$ cat config.mk
export PLATFORM = sky130hd
export DESIGN_NAME = omx_exec
export DESIGN_NICKNAME = d
export VERILOG_FILES = /design/src/rtl/omx_pkg.sv /design/src/rtl/omx_decode.sv /design/src/rtl/omx_exec.sv
export SDC_FILE = /design/constraint.sdc
export NUM_CORES = 1
export LEC_CHECK = 0
export BUFFER_PORTS_ARGS = -buffer_cell sky130_fd_sc_hd__buf_4
export CORE_MARGIN = 5
export CORE_UTILIZATION = 40
export CTS_BUF_LIST = sky130_fd_sc_hd__clkbuf_4 sky130_fd_sc_hd__clkbuf_8 sky130_fd_sc_hd__clkbuf_16
export DETAILED_ROUTE_END_ITERATION = 8
export GPL_TIMING_DRIVEN = 0
export PLACE_DENSITY_LB_ADDON = 0.25
export SLEW_MARGIN = 15
export SYNTH_ARGS = -nofsm -noshare
export SYNTH_HDL_FRONTEND = slang
export SYNTH_SLANG_ARGS = --single-unit
$ cat constraint.sdc
create_clock -name clk -period 1.3 [get_ports clk]
set_input_delay 0.26 -clock clk [delete_from_list [all_inputs] [get_ports clk]]
set_output_delay 0.26 -clock clk [all_outputs]
set_load 0.03 [all_outputs]
$ cat src/rtl/omx_pkg.sv
/*
  Constants and types for the OR/move instruction execute block.
  Assumes a 14-bit instruction word, 8-bit data and 7-bit file index.
*/
// Contract
// RQ1: OR-into-register ORs accumulator with file register, writes chosen destination.
// RQ2: Copy-register opcode 00 1000 d fffffff reads file register, writes destination.
// RQ3: Copy-register with d clear goes to accumulator, d set back to source.
// RQ4: Copy-register updates zero flag from moved value; self-copy is a zero test.
// RQ5: Store-accumulator 00 0000 1 fffffff writes accumulator to register, flags unchanged.
// RQ6: One cycle each; literal loads accumulator, no flags; no-operation changes nothing.
package omx_pkg;
  localparam int INSTR_W = 14;
  localparam int DATA_W = 8;
  localparam int ADDR_W = 7;
  // Field positions inside the instruction word
  localparam int OPC_MSB = 13;
  localparam int DEST_BIT = 7;
  localparam int LIT_MSB = 7;
  localparam int NOP_LO_MSB = 4;
  // Opcode fields
  localparam logic [5:0] OPC_OR_ACC = 6'h04;
  localparam logic [5:0] OPC_COPY = 6'h08;
  localparam logic [6:0] OPC_STORE = 7'h01;
  localparam logic [3:0] OPC_LITERAL = 4'hc;
  localparam logic [6:0] OPC_NOP_HI = 7'h00;
  localparam logic [4:0] OPC_NOP_LO = 5'h00;
  // Reset values
  localparam logic [7:0] ACC_RST = 8'h00;
  localparam logic ZERO_RST = 1'b0;
  localparam logic [7:0] DATA_ZERO = 8'h00;
  localparam logic [6:0] ADDR_RST = 7'h00;
  // Every instruction of the group retires after this many cycles
  localparam int EXEC_CYCLES = 1;

  typedef enum logic [5:0] {
    OMX_OP_NONE = 6'b00_0001,
    OMX_OP_OR_ACC = 6'b00_0010,
    OMX_OP_COPY = 6'b00_0100,
    OMX_OP_STORE = 6'b00_1000,
    OMX_OP_LITERAL = 6'b01_0000,
    OMX_OP_NOP = 6'b10_0000
  } omx_op_e;
endpackage

$ cat src/rtl/omx_decode.sv
/*
  Combinational opcode classifier for the OR/move instruction group.
  Assumes the instruction word is stable while it is presented.
*/
`timescale 1ns/1ps
module omx_decode (
  // Instruction
  input wire logic [13:0] instr,
  // Classification
  output omx_pkg::omx_op_e op,
  output logic dest_reg,
  output logic [6:0] reg_index,
  output logic [7:0] literal
);
  function automatic omx_pkg::omx_op_e classify(input logic [13:0] w);
    omx_pkg::omx_op_e k;
    k = omx_pkg::OMX_OP_NONE;
    if (w[omx_pkg::OPC_MSB -: 6] == omx_pkg::OPC_OR_ACC) begin
      k = omx_pkg::OMX_OP_OR_ACC; // [RQ1]
    end else if (w[omx_pkg::OPC_MSB -: 6] == omx_pkg::OPC_COPY) begin
      k = omx_pkg::OMX_OP_COPY; // [RQ2]
    end else if (w[omx_pkg::OPC_MSB -: 7] == omx_pkg::OPC_STORE) begin
      k = omx_pkg::OMX_OP_STORE; // [RQ5]
    end else if (w[omx_pkg::OPC_MSB -: 4] == omx_pkg::OPC_LITERAL) begin
      k = omx_pkg::OMX_OP_LITERAL; // [RQ6]
    end else if (w[omx_pkg::OPC_MSB -: 7] == omx_pkg::OPC_NOP_HI &&
                 w[omx_pkg::NOP_LO_MSB -: 5] == omx_pkg::OPC_NOP_LO) begin
      // Bits 6:5 are don't-care for the no-operation
      k = omx_pkg::OMX_OP_NOP; // [RQ6]
    end
    return k;
  endfunction

  always_comb begin
    op = classify(instr);
    dest_reg = instr[omx_pkg::DEST_BIT];
    reg_index = instr[omx_pkg::ADDR_W-1:0];
    literal = instr[omx_pkg::LIT_MSB:0];
  end
endmodule // omx_decode

$ cat src/rtl/omx_exec.sv
/*
  Execute stage for OR, copy, store, literal load and no-operation.
  Assumes fetch presents one instruction per valid cycle and the register
  file returns the word at instr[6:0] on freg_rdata in that same cycle.
*/
`timescale 1ns/1ps
module omx_exec (
  // Clock and reset
  input wire logic clk,
  input wire logic sys_rst,
  // Fetch side
  input wire logic instr_valid,
  input wire logic [13:0] instr,
  // Register file read data for instr[6:0]
  input wire logic [7:0] freg_rdata,
  // Register file write port
  output logic freg_we,
  output logic [6:0] freg_waddr,
  output logic [7:0] freg_wdata,
  // Core state
  output logic [7:0] acc_value,
  output logic zero_flag,
  // Retirement
  output logic exec_done,
  output logic unsupported
);
  omx_pkg::omx_op_e op;
  logic dest_reg;
  logic [6:0] reg_index;
  logic [7:0] literal;
  logic [7:0] acc_reg;
  logic [7:0] acc_next;
  logic zero_reg;
  logic zero_next;
  logic we_reg;
  logic we_next;
  logic [6:0] waddr_reg;
  logic [7:0] wdata_reg;
  logic [7:0] wdata_next;
  logic done_reg;
  logic unsup_reg;
  logic [7:0] or_result;

  omx_decode u_decode (
    .instr(instr),
    .op(op),
    .dest_reg(dest_reg),
    .reg_index(reg_index),
    .literal(literal)
  );

  assign or_result = acc_reg | freg_rdata; // [RQ1]

  // Next-state of accumulator, flag and write port
  always_comb begin
    acc_next = acc_reg;
    zero_next = zero_reg;
    we_next = 1'b0;
    wdata_next = wdata_reg;
    if (instr_valid) begin
      case (op)
        omx_pkg::OMX_OP_OR_ACC: begin
          zero_next = (or_result == omx_pkg::DATA_ZERO); // [RQ1]
          if (dest_reg) begin
            we_next = 1'b1; // [RQ1]
            wdata_next = or_result;
          end else begin
            acc_next = or_result; // [RQ1]
          end
        end
        omx_pkg::OMX_OP_COPY: begin
          zero_next = (freg_rdata == omx_pkg::DATA_ZERO); // [RQ4]
          if (dest_reg) begin
            // Writing the same value back leaves the register as it was
            we_next = 1'b1; // [RQ3]
            wdata_next = freg_rdata; // [RQ4]
          end else begin
            acc_next = freg_rdata; // [RQ3]
          end
        end
        omx_pkg::OMX_OP_STORE: begin
          we_next = 1'b1; // [RQ5]
          wdata_next = acc_reg; // [RQ5]
        end
        omx_pkg::OMX_OP_LITERAL: begin
          acc_next = literal; // [RQ6]
        end
        omx_pkg::OMX_OP_NOP: begin
          acc_next = acc_reg; // [RQ6]
        end
        default: begin
          acc_next = acc_reg;
        end
      endcase
    end
  end

  // Accumulator
  always_ff @(posedge clk or posedge sys_rst) begin
    if (sys_rst) begin
      acc_reg <= omx_pkg::ACC_RST;
    end else begin
      acc_reg <= acc_next; // [RQ6]
    end
  end

  // Zero flag
  always_ff @(posedge clk or posedge sys_rst) begin
    if (sys_rst) begin
      zero_reg <= omx_pkg::ZERO_RST;
    end else begin
      zero_reg <= zero_next; // [RQ4]
    end
  end

  // Register file write port
  always_ff @(posedge clk or posedge sys_rst) begin
    if (sys_rst) begin
      we_reg <= 1'b0;
      waddr_reg <= omx_pkg::ADDR_RST;
      wdata_reg <= omx_pkg::DATA_ZERO;
    end else begin
      we_reg <= we_next;
      wdata_reg <= wdata_next;
      if (we_next) begin
        waddr_reg <= reg_index; // [RQ3]
      end
    end
  end

  // Retirement: one cycle for every instruction of the group
  always_ff @(posedge clk or posedge sys_rst) begin
    if (sys_rst) begin
      done_reg <= 1'b0;
      unsup_reg <= 1'b0;
    end else begin
      done_reg <= instr_valid && (op != omx_pkg::OMX_OP_NONE); // [RQ6]
      unsup_reg <= instr_valid && (op == omx_pkg::OMX_OP_NONE);
    end
  end

  assign freg_we = we_reg;
  assign freg_waddr = waddr_reg;
  assign freg_wdata = wdata_reg;
  assign acc_value = acc_reg;
  assign zero_flag = zero_reg;
  assign exec_done = done_reg;
  assign unsupported = unsup_reg;
endmodule // omx_exec

==> flow_summary_export.csv <==
group,metric,value,unit
synth,synth_area_leader_cell,"dfrtp_1",
clock_network,hold_buffers,0,
synth,synth.distinct_cells,32,
power,power,2.41,mW
cells_and_area,diodes,0,
route,routedWlPerCell,15.9,µm
synth,synth_warnings,0,
timing,setup_ws,0.0247,ns
route,vias,1144,
synth,syn_inst,114,
global_route,grt_pass1_vias,1131,
synth,netlist_area,0.00132,mm²
critical_path,crit_buf_inv,0,
route,dr.pass1.iters,4,
global_route,grt_max_degree,28,
critical_path,slowest_stage,"dfrtp_1",
cells_and_area,design_area,0.00180,mm²
critical_path,r2r_setup_slack,0.02,ns
timing,relSlewSlack,36.6,%
critical_path,cpPeakStageDelay,0.45,ns
floorplanning,num_io_pins,52,
worst_hold_path,hold_path_class,"input pin to async pin",
route,drc,0,
timing,rsz0062_at_grt,"no",
synth,syn_avg_cell_area,11.5,µm²
status,status,"finished clean",
timing,fin_crit_sh,98.1,%
place,place_hpwl,2.64,mm
route,ant_nets,0,
critical_path,r2r-end,"zero_flag$_DFFE_PP0P_",
timing,max_freq,784,MHz
synth,synth-seq-cells,27,
floorplanning,die_h,67.3,µm
place,dpl_cell_area,0.00176,mm²
synth,synth.area.top_cells,"dfrtp_1 51%, mux2i_1 6.1%, o2bb2ai_1 5.3%, o31ai_1 4.0%, mux2_2 3.4%",
cells_and_area,nets,196,
clock_network,cts_tree,"built",
clock_network,htreeDepth,1,
power,p_sw,919,µW
flow_run,drv_cap,0,
timing,finalSetupTns,0,ns
synth,synth_top_area_share,51.4,%
clock_network,cts_sinks,27,
place,place.port_buffers,51,
clock_network,clk_pin_slew,0.16,ns
route,drt_wl_total,3.40,mm
floorplanning,start_util,42.4,%
synth,syn_nets,139,
critical_path,timing.rr.start,"acc_value[3]$_DFFE_PP0P_",
power,p_clk_share,15.8,%
route,detail_route.iter0.violations,28,
critical_path,path_max_fanout,4,
place,dp_slack,-0.445,ns
place,place_inst,209,
global_route,grt_usage,16.1,%
cells_and_area,drive_gt1_share,42.9,%
cells_and_area,fin_util,58.1,%
clock_network,clockRootBuffer,"clkbuf_4",
power,intPower,1.49,mW
critical_path,crit_family,"flip-flops",
timing,final-hold-violation-count,0,
critical_path,critPathArrivalTime,1.57,ns
floorplanning,rows,20,
place,gp_congestion,0.767,
timing,final_max_slew_viol_count,0,
power,power_frac_seq,46.3,%
power,power_density,1340,mW/mm²
critical_path,worstPathRequired,1.59,ns
timing,setup_viol,0,
global_route,grt_pass1_wl,5.46,mm
critical_path,critPathKind,"flop to flop",
critical_path,worst_setup_path_start_kind,"flop",
critical_path,rr_worst_depth,4,
critical_path,cp_cell_sequence,"nor4_1, nand2_1, a211oi_1, a21o_1",
floorplanning,die_w,67.3,µm
cells_and_area,area_growth,37.1,%
global_route,antenna_found_initial,0,
floorplanning,core,0.00310,mm²
cells_and_area,stdcell_count,214,
critical_path,crit_start,"acc_value[3]$_DFFE_PP0P_",
global_route,gr-total-overflow,0,
route,via_per_inst,5.35,
clock_network,clk_path_buf_depth,2,
timing,tightest_slew,0.945,ns
timing,fin_skew,0.00724,ns
floorplanning,dieArea,0.00453,mm²
clock_network,cts_buffers,3,
critical_path,end_kind,"flop",
synth,ys_seq_area_share,51.4,%
clock_network,clk_latency,0.33,ns
power,ir_drop,550,µV
power,swShare,38.1,%
power,p_leak,0.866,nW
timing,min_period,1.28,ns
power,p_comb_share,37.9,%
timing,fin_hold_ws,0.00111,ns
==> cell type report <==
cell class	instances	area, µm²
fill	297	1300
buffer	3	21.3
multi-input combinational	82	623
sequential	27	676
clock inverter	1	7.51
tap	44	55.1
timing repair buffer	52	390
clock buffer	3	22.5
inverter	2	7.51
==> routing by layer <==
metal,routed length (µm),track usage [%]
met1,1440,21.0
met2,1680,26.6
met3,230,3.49
met4,53,5.32
met5,0,0
==> Yosys cell counts (all sizes together) <==
cell     instances
and3b            1
nor2b            1
and2             1
or4              1
and3             1
mux2i            8
o21ai            3
dfrtp           27
inv              2
a21oi            8
nor3             1
nand2           11
o31ai            8
mux2             7
xor2             1
a31oi            1
a21o             1
nand3b           1
nor2             9
and4bb           1
nand3            2
nor4             5
a211oi           1
o2bb2ai          8
buf              3
nand4            1
==> flip-flops by register name, summed over array words and instances, names as in the netlist <==
register     flops
acc_value        8
freg_wdata       8
freg_waddr       7
exec_done        1
freg_we          1
unsupported      1
zero_flag        1
==> what timing repair did <==
item,4_1_cts,5_1_grt
hold endpoints to repair,0,0
gates resized for setup,1,0
buffers inserted,1,0
setup endpoints to repair,11,0
==> how the worst max path moves through the flow <==
stage | end | slack [ns] | cells past startpoint
floorplan | freg_waddr[4]$_DFFE_PP0P_ | -0.16 | 4
global placement | freg_wdata[0]$_DFFE_PP0P_ | -0.39 | 5
detailed placement | freg_wdata[0]$_DFFE_PP0P_ | -0.45 | 5
CTS | zero_flag$_DFFE_PP0P_ | 0.03 | 4
global route | zero_flag$_DFFE_PP0P_ | 0.002 | 4
finish | zero_flag$_DFFE_PP0P_ | 0.02 | 4
==> logic make-up after synthesis <==
logic type      after synthesis  synth area share (%)
flops                        27                  51.4
simple gates                 36                  16.5
mux                          15                  12.9
xor+xnor                      1                 0.666
compound gates               30                  16.4
buf+inv                       5                  2.19
==> cells in the final DEF (no fill, tap or decap) <==
cell / synthesis / routed
a211oi_1: 1 / 1
a21o_1: 1 / 1
a21oi_1: 8 / 8
a31oi_1: 1 / 1
and2_1: 1 / 1
and3_1: 1 / 1
and3b_1: 1 / 1
and4bb_2: 1 / 1
buf_2: 2 / 2
buf_4: 0 / 52
buf_6: 1 / 1
clkbuf_4: 0 / 3
clkinv_1: 0 / 1
clkinvlp_4: 0 / 1
dfrtp_1: 27 / 27
inv_1: 2 / 1
mux2_2: 4 / 4
mux2_4: 3 / 3
mux2i_1: 8 / 8
nand2_1: 11 / 11
nand3_1: 2 / 1
nand3_2: 0 / 1
nand3b_2: 1 / 1
nand4_4: 1 / 1
nor2_1: 9 / 9
nor2b_1: 1 / 1
nor3_1: 1 / 1
nor4_1: 4 / 4
nor4_4: 1 / 1
o21ai_0: 1 / 1
o21ai_1: 1 / 1
o21ai_4: 0 / 1
o2bb2ai_1: 8 / 8
o31ai_1: 7 / 7
o31ai_2: 1 / 1
or4_1: 1 / 1
xor2_1: 1 / 1
==> power by group through the flow <==
stage | sequential, mW | combinational [mW] | clock, mW
after detailed placement | 1.13 | 0.921 | 0
after global placement | 1.13 | 0.907 | 0
final | 1.12 | 0.915 | 0.381
after floorplan | 1.42 | 0.223 | 0
after global routing | 1.14 | 0.971 | 0.442
after CTS | 1.12 | 0.925 | 0.395
(Power assumes the default switching activity.)
